`config.mk`:
```
export PLATFORM = sky130hd
export DESIGN_NAME = fan_tach_monitor
export DESIGN_NICKNAME = d
export VERILOG_FILES = /design/src/logic/fan_tach_pkg.sv /design/src/logic/tach_sig_if.sv /design/src/logic/tach_input_filter.sv /design/src/logic/fan_tach_monitor.sv
export VERILOG_INCLUDE_DIRS = /design/src /design/src/logic
export SDC_FILE = /design/constraint.sdc
export NUM_CORES = 1
export LEC_CHECK = 0
export BUFFER_PORTS_ARGS = -buffer_cell sky130_fd_sc_hd__buf_2
export CORE_UTILIZATION = 60
export CTS_CLUSTER_SIZE = 30
export DETAILED_ROUTE_END_ITERATION = 6
export PLACE_DENSITY = 0.79
export SYNTH_ARGS = -nofsm -noshare
export SYNTH_HDL_FRONTEND = slang
export SYNTH_SLANG_ARGS = --single-unit
```
`constraint.sdc`:
```
create_clock -name clk_i -period 4.4 [get_ports clk_i]
set_clock_uncertainty 0.05 [all_clocks]
set_input_delay 0.22 -clock clk_i [delete_from_list [all_inputs] [get_ports clk_i]]
set_output_delay 0.22 -clock clk_i [all_outputs]
set_load 0.05 [all_outputs]
```
`src/logic/fan_tach_defs.svh`:
```
// constants for the fan tachometer monitor: offsets, fields, resets, counts
//
// Overview of operation
// - once enabled the tach counter is a 16-bit free-running counter
// - reading latches the counter on a read in pulse mode, or after 1, 2 or 4 pulses in tick mode
// - counter clears after a pulse-count latch and on reset
// - pulse mode counter steps on tach rising edges, tick mode counter on the 100 kHz tick strobe; registers use bus clock
// - clock request is inverse of sleep request, low while disabled
// - disable clears counters, reading value kept
// - system reset returns all state to defaults
// - one level interrupt output, high while an enabled cause is pending
// - pulse mode increments on each tach rising edge
// - pulse mode copies counter to reading on every increment
// - tick mode counts ticks, latches and clears after programmed pulses
// - count-ready status bit 3 sets on every pulse or tick latch into reading, not on a read latch
// - toggle status bit 2 sets on either tach edge
// - out-of-limit bit 0 sets when new reading is below low or above high
// - out-of-limit flag reaches interrupt only with control bit 0 set
// - low limit zero and high limit all ones suppress their events
// - mode bit 0 counts tach rising edges, 1 counts ticks
// - filter rejects tach pulses under three tick periods, default off
// - monitor enable clear gates the block and leaves the pin undriven
`ifndef FAN_TACH_DEFS_SVH
`define FAN_TACH_DEFS_SVH

// register byte offsets
`define OFF_CTRL      4'h0
`define OFF_STATUS    4'h4
`define OFF_HIGH      4'h8
`define OFF_LOW       4'hc

// control fields
`define CTRL_OOL_IE   0
`define CTRL_RUN      1
`define CTRL_FILT     8
`define CTRL_MODE     10
`define CTRL_EDGE_LO  11
`define CTRL_EDGE_HI  12
`define CTRL_RDY_IE   14
`define CTRL_TOG_IE   15

// status fields
`define STAT_OOL      0
`define STAT_TOG      2
`define STAT_RDY      3

// reset and limit values
`define CNT_ZERO      16'h0000
`define LIMIT_MAX     16'hffff
`define HIGH_RST      16'hffff
`define LOW_RST       16'h0000
`define DATA_ZERO     32'h0000_0000

// pulses per latch for each edges code
`define PULSES_1      3'h1
`define PULSES_2      3'h2
`define PULSES_4      3'h4
`define EDGES_1       2'h0
`define EDGES_2       2'h1

// filter width in slow ticks
`define FILT_TICKS    2'h3

// level of the tach pin on its pull-up
`define TACH_IDLE     1'b1

`endif

```
`src/logic/fan_tach_pkg.sv`:
```
// types for the fan tachometer monitor
`default_nettype none
package fan_tach_pkg;

    // whole state of the monitor core
    typedef struct packed {
        logic        waitreq;
        logic [31:0] rdata;
        logic        ool_ie;
        logic        run;
        logic        filt_en;
        logic        mode;
        logic [1:0]  edges;
        logic        rdy_ie;
        logic        tog_ie;
        logic [15:0] high;
        logic [15:0] low;
        logic [15:0] count;
        logic [15:0] reading;
        logic [2:0]  pulses;
        logic        st_ool;
        logic        st_tog;
        logic        st_rdy;
        logic        irq;
        logic        clk_req;
    } mon_state_t;

    // whole state of the input filter
    typedef struct packed {
        logic       sync1;
        logic       sync2;
        logic       level;
        logic [1:0] stable;
        logic       rise;
        logic       toggle;
    } filt_state_t;

endpackage
`default_nettype wire

```
`src/logic/tach_sig_if.sv`:
```
// carrier between the monitor core and its tach input filter
`default_nettype none
interface tach_sig_if;
    logic tick;
    logic filt_en;
    logic run;
    logic rise;
    logic toggle;

    modport filt (input tick, input filt_en, input run, output rise, output toggle);
    modport mon  (output tick, output filt_en, output run, input rise, input toggle);
endinterface
`default_nettype wire

```
`src/logic/tach_input_filter.sv`:
```
// tach pin synchroniser, glitch filter and edge detector
`include "fan_tach_defs.svh"
`default_nettype none
module tach_input_filter (
    // clock and reset
    input  wire logic   clk_i,
    input  wire logic   rst_i,
    // raw tach pin
    input  wire logic   tach_i,
    // to the monitor core
    tach_sig_if.filt    sig
);

    fan_tach_pkg::filt_state_t q;
    fan_tach_pkg::filt_state_t next_q;

    // filter and edges; sync1 feeds only sync2
    always_comb begin
        next_q        = q;
        next_q.sync1  = tach_i;
        next_q.sync2  = q.sync1;
        next_q.rise   = 1'b0;
        next_q.toggle = 1'b0;
        if (!sig.run) begin
            // idle: track the pin quietly so no stale edge appears on enable
            next_q.level  = q.sync2;
            next_q.stable = 2'h0;
        end else if (!sig.filt_en) begin
            next_q.level  = q.sync2;
            next_q.stable = 2'h0;
        end else if (q.sync2 == q.level) begin
            next_q.stable = 2'h0; // short pulse dropped, width restarts
        end else if (sig.tick) begin
            if (q.stable == `FILT_TICKS - 2'h1) begin
                next_q.level  = q.sync2;
                next_q.stable = 2'h0;
            end else begin
                next_q.stable = q.stable + 2'h1;
            end
        end
        if (sig.run && next_q.level != q.level) begin
            next_q.toggle = 1'b1;
            next_q.rise   = next_q.level;
        end
    end

    // state register
    always_ff @(posedge clk_i or posedge rst_i) begin
        if (rst_i) begin
            q       <= '0;
            q.sync1 <= `TACH_IDLE; // pin rests high, so an early enable sees no false edge
            q.sync2 <= `TACH_IDLE;
            q.level <= `TACH_IDLE;
        end else begin
            q <= next_q;
        end
    end

    assign sig.rise   = q.rise;
    assign sig.toggle = q.toggle;

endmodule
`default_nettype wire

```
`src/logic/fan_tach_monitor.sv`:
```
// fan tachometer monitor core with avalon-mm register slave
//
// Decided for this implementation: the register addresses and register access over Avalon-MM.
`include "fan_tach_defs.svh"
`default_nettype none
module fan_tach_monitor (
    // clock and reset
    input  wire logic          clk_i,
    input  wire logic          rst_i,
    // avalon-mm slave
    input  wire logic [3:0]    avs_address_i,
    input  wire logic          avs_read_i,
    input  wire logic          avs_write_i,
    input  wire logic [31:0]   avs_writedata_i,
    input  wire logic [3:0]    avs_byteenable_i,
    output logic [31:0]        avs_readdata_o,
    output logic               avs_waitrequest_o,
    // timing and power management
    input  wire logic          divided_tick_strobe_i,
    input  wire logic          sleep_request_in_i,
    output logic               clk_req_o,
    // fan tach pin, input only
    input  wire logic          tach_i,
    // interrupt
    output logic               irq_o
);

    // ************************************************************
    // state and input filter
    // ************************************************************

    fan_tach_pkg::mon_state_t q;
    fan_tach_pkg::mon_state_t next_q;

    tach_sig_if sig ();

    // filter follows the live control bits
    assign sig.tick    = divided_tick_strobe_i;
    assign sig.filt_en = q.filt_en;
    assign sig.run     = q.run;

    tach_input_filter u_filter (
        .clk_i (clk_i),
        .rst_i (rst_i),
        .tach_i(tach_i),
        .sig   (sig.filt)
    );

    // ************************************************************
    // helpers
    // ************************************************************

    // limit test with the two suppressing values
    function automatic logic limit_hit(input logic [15:0] v,
                                       input logic [15:0] hi,
                                       input logic [15:0] lo);
        logic below;
        logic above;
        below = (lo != `CNT_ZERO) && (v < lo);
        above = (hi != `LIMIT_MAX) && (v > hi);
        return below || above;
    endfunction

    // number of tach pulses per latch
    function automatic logic [2:0] pulse_target(input logic [1:0] code);
        logic [2:0] t;
        t = `PULSES_4;
        if (code == `EDGES_1) begin
            t = `PULSES_1;
        end else if (code == `EDGES_2) begin
            t = `PULSES_2;
        end
        return t;
    endfunction

    // ************************************************************
    // next state
    // ************************************************************

    logic        req;
    logic [15:0] cnt_inc;
    logic [2:0]  pul_inc;
    logic        latch;
    logic [15:0] latch_val;

    always_comb begin
        next_q    = q;
        req       = avs_read_i || avs_write_i;
        cnt_inc   = q.count + 16'h1;
        pul_inc   = q.pulses + 3'h1;
        latch     = 1'b0;
        latch_val = q.reading;

        // bus: one wait cycle, then a one-cycle acknowledge
        if (!q.waitreq) begin
            next_q.waitreq = 1'b1;
            if (avs_write_i) begin
                if (avs_address_i == `OFF_CTRL) begin
                    if (avs_byteenable_i[0]) begin
                        next_q.ool_ie = avs_writedata_i[`CTRL_OOL_IE];
                        next_q.run    = avs_writedata_i[`CTRL_RUN];
                    end
                    if (avs_byteenable_i[1]) begin
                        next_q.filt_en = avs_writedata_i[`CTRL_FILT];
                        next_q.mode    = avs_writedata_i[`CTRL_MODE];
                        next_q.edges   = avs_writedata_i[`CTRL_EDGE_HI:`CTRL_EDGE_LO];
                        next_q.rdy_ie  = avs_writedata_i[`CTRL_RDY_IE];
                        next_q.tog_ie  = avs_writedata_i[`CTRL_TOG_IE];
                    end
                end else if (avs_address_i == `OFF_STATUS) begin
                    // write one to clear; a same-cycle event sets again below
                    if (avs_byteenable_i[0]) begin
                        if (avs_writedata_i[`STAT_OOL]) next_q.st_ool = 1'b0;
                        if (avs_writedata_i[`STAT_TOG]) next_q.st_tog = 1'b0;
                        if (avs_writedata_i[`STAT_RDY]) next_q.st_rdy = 1'b0;
                    end
                end else if (avs_address_i == `OFF_HIGH) begin
                    if (avs_byteenable_i[0]) next_q.high[7:0]  = avs_writedata_i[7:0];
                    if (avs_byteenable_i[1]) next_q.high[15:8] = avs_writedata_i[15:8];
                end else if (avs_address_i == `OFF_LOW) begin
                    if (avs_byteenable_i[0]) next_q.low[7:0]  = avs_writedata_i[7:0];
                    if (avs_byteenable_i[1]) next_q.low[15:8] = avs_writedata_i[15:8];
                end
            end
        end else if (req) begin
            next_q.waitreq = 1'b0;
            next_q.rdata   = `DATA_ZERO; // unmapped reads return zero
            if (avs_read_i) begin
                if (avs_address_i == `OFF_CTRL) begin
                    // pulse mode latches the live count on a read
                    if (q.run && !q.mode) begin
                        next_q.reading = q.count;
                    end
                    next_q.rdata = {(q.run && !q.mode) ? q.count : q.reading,
                                    q.tog_ie, q.rdy_ie, 1'b0, q.edges, q.mode,
                                    1'b0, q.filt_en, 6'h00, q.run, q.ool_ie};
                end else if (avs_address_i == `OFF_STATUS) begin
                    next_q.rdata = {28'h0000000, q.st_rdy, q.st_tog, 1'b0, q.st_ool};
                end else if (avs_address_i == `OFF_HIGH) begin
                    next_q.rdata = {16'h0000, q.high};
                end else if (avs_address_i == `OFF_LOW) begin
                    next_q.rdata = {16'h0000, q.low};
                end
            end
        end

        // counting; disabled means gated, counters held at zero
        if (!q.run) begin
            next_q.count  = `CNT_ZERO;
            next_q.pulses = 3'h0;
        end else if (!q.mode) begin
            // pulse mode: each tach rising edge steps and latches
            if (sig.rise) begin
                next_q.count = cnt_inc;
                latch        = 1'b1;
                latch_val    = cnt_inc;
            end
        end else begin
            // tick mode: count slow ticks between programmed pulses
            if (divided_tick_strobe_i) begin
                next_q.count = cnt_inc;
            end
            if (sig.rise) begin
                // at or past the target, so a smaller edges code still latches
                if (pul_inc >= pulse_target(q.edges)) begin
                    latch         = 1'b1;
                    latch_val     = q.count;
                    next_q.count  = `CNT_ZERO;
                    next_q.pulses = 3'h0;
                end else begin
                    next_q.pulses = pul_inc;
                end
            end
        end

        // event flags; sets come after the clears so a set wins
        if (latch) begin
            next_q.reading = latch_val;
            next_q.st_rdy  = 1'b1;
            if (limit_hit(latch_val, q.high, q.low)) begin
                next_q.st_ool = 1'b1;
            end
        end
        if (q.run && sig.toggle) begin
            next_q.st_tog = 1'b1;
        end

        // level interrupt from pending enabled causes
        next_q.irq = (q.st_ool && q.ool_ie)
                   || (q.st_tog && q.tog_ie)
                   || (q.st_rdy && q.rdy_ie);

        // clock request follows sleep only while enabled
        next_q.clk_req = q.run && !sleep_request_in_i;
    end

    // ************************************************************
    // state register
    // ************************************************************

    // all defaults on reset
    always_ff @(posedge clk_i or posedge rst_i) begin
        if (rst_i) begin
            q         <= '0;
            q.waitreq <= 1'b1;
            q.high    <= `HIGH_RST;
            q.low     <= `LOW_RST;
        end else begin
            q <= next_q;
        end
    end

    // outputs straight from flops
    assign avs_readdata_o    = q.rdata;
    assign avs_waitrequest_o = q.waitreq;
    assign irq_o             = q.irq;
    assign clk_req_o         = q.clk_req;
endmodule
`default_nettype wire

```
# --- Yosys cells after proc, flatten, opt, wreduce, memory -nomap -nowiden ---
# Index checks and enable logic that the tools add are counted.
classes:
  n_eq_ne: 16
  bitwise: 4
  n_mux: 58
  magnitude_cmp: 3
  n_addsub: 3
  n_reduce_logical: 41
op_table:
  columns: ["op", "n"]
  rows:
  - ["$mux 16", 18]
  - ["$mux 32", 4]
  - ["$mux 3", 17]
  - ["$mux 33", 1]
  - ["$reduce_and 6->1", 4]
  - ["$reduce_bool 2->1", 12]
  - ["$add 16x1->16 const B", 1]
  - ["$gt 16x16->1", 1]
  - ["$lt 16x16->1", 1]
  - ["$ne 16x16->1 const B", 1]
  - ["$reduce_bool 16->1", 1]
  - ["$mux 1", 15]
  - ["$reduce_and 7->1", 2]
  - ["$reduce_and 4->1", 3]
  - ["$logic_and 1x1->1", 9]
  - ["$eq 4x4->1 const B", 2]
  - ["$ne 2x1->1 const B", 4]
  - ["$mux 2", 3]
  - ["$eq 4x3->1 const B", 1]
  - ["$logic_not 4->1", 1]
  - ["$logic_or 1x1->1", 4]
  - ["$ne 2x2->1 const B", 2]
  - ["$ne 4x3->1 const B", 1]
  - ["$not 1->1", 4]
  - ["11 further kinds", 13]
totals:
  inputBits: 47
  regBits: 120
  output_inout_bits: 35

# --- Depth between registers and ports, before layout ---
depth:
  ltp_word: 16
  depth_mapped: 15
  mapped_depth_nobuf: 14

# --- Hierarchy ---
# A second synthesis with hierarchy kept.
unflattened:
  hier_cells: 804
  hier_area_um2: 7544.7
modules_own_cells:
  columns: ["mod", "cells_each", "seq_area_each_um2", "instances", "area_per_inst_um2"]
  rows:
  - ["fan_tach_monitor", 779, 2849.0, 1, 7230.7]
  - ["tach_input_filter", 25, 178.9, 1, 314.1]

# --- Worst setup path before layout ---
# OpenSTA, ideal clock, no wires.
synth_path:
  path_type: "register to register"
  from: "reg q[5] (netlist name)"
  to: "reg q[4] (netlist name)"
  synth_period_minus_slack_ns: 3.704
  path_stages_with_launch: 16
  path_slack_ns: 0.696
  n_path_buf: 1
  arrival_time_ns: 3.514
  path_cell_list: "dfrtp_1 ha_1 xor2_1 ha_1 a21oi_1 o21a_1 buf_2 nor3_1 a211o_1 a21oi_1 ha_1 a2111oi_0 o21ai_0 o221a_2 o311ai_1 o211ai_1"
synth_lines:
  columns: ["item", "line_no", "rtl"]
  rows:
  - ["start: declaration", "fan_tach_monitor.sv:32", "fan_tach_pkg::mon_state_t q;"]
  - ["start signal: assignment", "fan_tach_monitor.sv:209", "q <= next_q;"]

==> run_results.csv <==
group,metric,value,unit
status,status,"finished, violations left",
status,violations,"negative hold slack",
global_routing,grt.total_usage,0.321,
clock_network,cts_setup_buffers,0,
synthesis,synth_area_leaders,"dfrtp_1 33%, dfstp_2 6.9%, mux2_2 6.3%, ha_1 6.0%, mux2i_1 4.9%",
clock_network,clock-sinks,120,
clock_network,cts_buffer_depth,2,
power_and_ir_drop,p_int,2.42,mW
timing,fin_hold_ws,-0.00110,ns
floorplanning,pin_count,82,
run,drv_cap,0,
drt,dr_wl_met3,1540,µm
synthesis,synth_common_cells,"100 x dfrtp_1, 77 x nand2_1, 54 x nor2_1, 43 x inv_1, 42 x mux2_2",
drt,wl_met1,8490,µm
global_routing,first_global_vias,6098,
timing,hold_violations,1,
synthesis,synth_top_area_share,0.331,
placement,dp_hpwl,14000,µm
power_and_ir_drop,power.switching,1.08,mW
clock_network,cts-root-buf,"clkbuf_16",
worst_hold_path,hold_class,"in -> reg",
drt,vias,6319,
timing,tightest_slew,1.04,ns
floorplanning,die_h,114,µm
timing,fmax,251,MHz
synthesis,synth_cells,796,
power_and_ir_drop,power,3.49,mW
drt,wl_met2,8910,µm
drt,routed_wl,19600,µm
floorplanning,die_w,114,µm
power_and_ir_drop,p_sw_frac,0.308,
global_routing,grt_max_degree,54,
synthesis,syn_area,7560,µm²
critical_path,reg2reg_depth,14,
layout,final_nets,909,
clock_network,clock_latency,0.43,ns
synthesis,synth-seq-cells,120,
synthesis,synth_warnings,0,
floorplanning,die_area,13100,µm²
clock_network,clkTransAtPathRegs,0.05,ns
synthesis,async_reset_ff_frac,1.00,
drt,routedWlPerCell,19.5,µm
critical_path,worstSetupPathType,"reg -> reg",
placement,gp_routability_congestion,0.897,
power_and_ir_drop,p_comb_frac,0.206,
floorplanning,initial_core_util,0.622,
timing,grt_setup_unrepaired,"no",
timing,finalMaxSlewViolations,0,
drt,drt_iter0_markers,623,
synthesis,ys_types,72,
worst_hold_path,whs_endpoint,"q[61]$_DFFE_PP1P_",
power_and_ir_drop,p_per_area,414,nW/µm²
clock_network,tritoncts,"yes",
placement,place_inst,966,
synthesis,avgSynthCellArea,9.50,µm²
placement,pre_cts_slack,0.488,ns
layout,antenna_cells,0,
clock_network,htreeDepth,4,
synthesis,synth-seq-area-share,0.400,
synthesis,ys_dominant_reg_cell,"dfrtp_1",
synthesis,synth_most_common_cell,"dfrtp_1",
critical_path,worstReg2RegStart,"q[5]$_DFFE_PP0P_",
global_routing,grt_pass1_wl,31700,µm
timing,finalSetupViolCount,0,
floorplanning,fp-row-count,40,
synthesis,yosysTopAreaCell,"dfrtp_1",
clock_network,cts_resized,0,
critical_path,arrival,4.23,ns
drt,first_pass_iters,5,
timing,worst_slack,0.410,ns
synthesis,synth-edff-count,0,
clock_network,cts_buffers,17,
critical_path,critPathCaptureType,"register",
drt,highest_layer,"met4",
layout,layout.cells.non_filler,1007,
timing,final.setup.tns,0,ns
power_and_ir_drop,ir_drop,241,µV
power_and_ir_drop,seq_power_share,0.377,
power_and_ir_drop,pwr-share-clk,0.417,
drt,drc,0,
worst_hold_path,min_path_cells,2,
worst_hold_path,hold_start,"avs_writedata_i[5]",
global_routing,antenna_found_initial,0,
critical_path,required,4.64,ns
floorplanning,core-area,12200,µm²
placement,port_buffers,63,
drt,drt-vias-per-instance,6.28,
power_and_ir_drop,p_leak,3.90,nW
drt,ant_nets,0,
timing,relSlewSlack,0.303,
critical_path,critPathMaxFanout,4,
layout,final_layout_size_suffix_gt1_frac,0.228,
critical_path,start_kind,"register",
critical_path,reg2reg_slack,0.41,ns
critical_path,r2r_end,"q[4]$_DFF_PP0_",
layout,areaGrowthSynthToFinish,11.7,%
timing,fin_crit,3.99,ns
timing,layout_worst_path_cycle_share,0.907,
global_routing,grt_overflow,0,
synthesis,syn_nets,879,
-- power by group through the flow --
| stage | logic, mW | registers (mW) | clock network [mW] |
|---|---|---|---|
| after floorplan | 0.523 | 1.30 | 0 |
| after global placement | 0.668 | 1.32 | 0 |
| after detailed placement | 0.696 | 1.33 | 0 |
| after CTS | 0.712 | 1.31 | 1.46 |
| after global routing | 0.795 | 1.32 | 1.50 |
| final | 0.721 | 1.32 | 1.46 |
-- cells in the final DEF (no fill, tap or decap), types with 20 or more instances in the layout --
| cell type | n |
|---|---|
| nor2_1 | 54 |
| dfstp_2 | 20 |
| a21oi_1 | 36 |
| nand2_1 | 77 |
| dfrtp_1 | 100 |
| mux2i_1 | 37 |
| buf_2 | 63 |
| ha_1 | 36 |
| inv_1 | 42 |
| o21ai_0 | 38 |
| mux2_2 | 42 |
-- per-stage QoR --
stage / hold slack (ns) / cell area [µm²] / utilization
global route: 0.00788 / 8450 / 0.695
CTS: 0.00111 / 8450 / 0.695
finish: -0.00110 / 8450 / 0.695
floorplan: 0.174 / 7560 / -
global placement: 0.0947 / 7740 / 0.636
detailed placement: 0.103 / 7740 / 0.636
-- worst max-delay path: stages (launching register included) --
cell       delay [ns]
dfrtp_1          0.41
ha_1             0.25
xor2_1           0.15
ha_1             0.31
a21oi_1          0.23
o21a_1           0.18
nor3_1           0.06
a211o_1          0.31
a21oi_1          0.26
ha_1             0.32
a2111oi_0        0.42
o21ai_0          0.18
o221a_2          0.30
o311ai_1         0.30
o211ai_1         0.13
-- per-layer routing --
metal	global-route usage	vias to the layer above
met5	0	-
li1	-	2882
met1	0.423	3083
met2	0.500	296
met3	0.0863	58
met4	0.139	0
-- cell type report --
type	instances	area, µm²
multi-input combinational	555	3890
inverter	43	164
clock buffer	19	453
tap	168	210
fill	949	3710
timing repair buffer	89	533
sequential	120	3030
clock inverter	13	168
-- worst max-delay path by stage --
stage                                start  cells after the start             end
final                     q[5]$_DFFE_PP0P_                     14  q[4]$_DFF_PP0_
after floorplan           q[5]$_DFFE_PP0P_                     15  q[4]$_DFF_PP0_
after CTS                 q[5]$_DFFE_PP0P_                     14  q[4]$_DFF_PP0_
after detailed placement  q[5]$_DFFE_PP0P_                     14  q[4]$_DFF_PP0_
after global placement    q[5]$_DFFE_PP0P_                     14  q[4]$_DFF_PP0_
after global routing      q[5]$_DFFE_PP0P_                     14  q[4]$_DFF_PP0_
-- timing repair --
item                                    4_1_cts  5_1_grt
hold endpoints to repair                     25        0
endpoints found under the setup margin        0        0
hold buffers                                  9        0
-- sequential cells by signal, summed over array words and instances, names as in the netlist --
| name | count |
|---|---|
| avs_readdata_o | 32 |
| avs_waitrequest_o | 1 |
| clk_req_o | 1 |
| irq_o | 1 |
| q | 76 |
| sig.filt_en | 1 |
| sig.run | 1 |
| u_filter.next_q | 1 |
| u_filter.q | 4 |
| u_filter.sig.rise | 1 |
| u_filter.sig.toggle | 1 |
-- cell families (layout without fill, tap and decap cells) --
logic type	Yosys count	count (layout)	share of synthesized area
buf+inv	121	164	0.0855
simple gates	245	245	0.166
xor+xnor	16	16	0.0185
fa+ha+maj	36	36	0.0596
compound gates	174	174	0.151
flops	120	120	0.400
mux	84	84	0.119
Power figures use the tool's default switching activity.
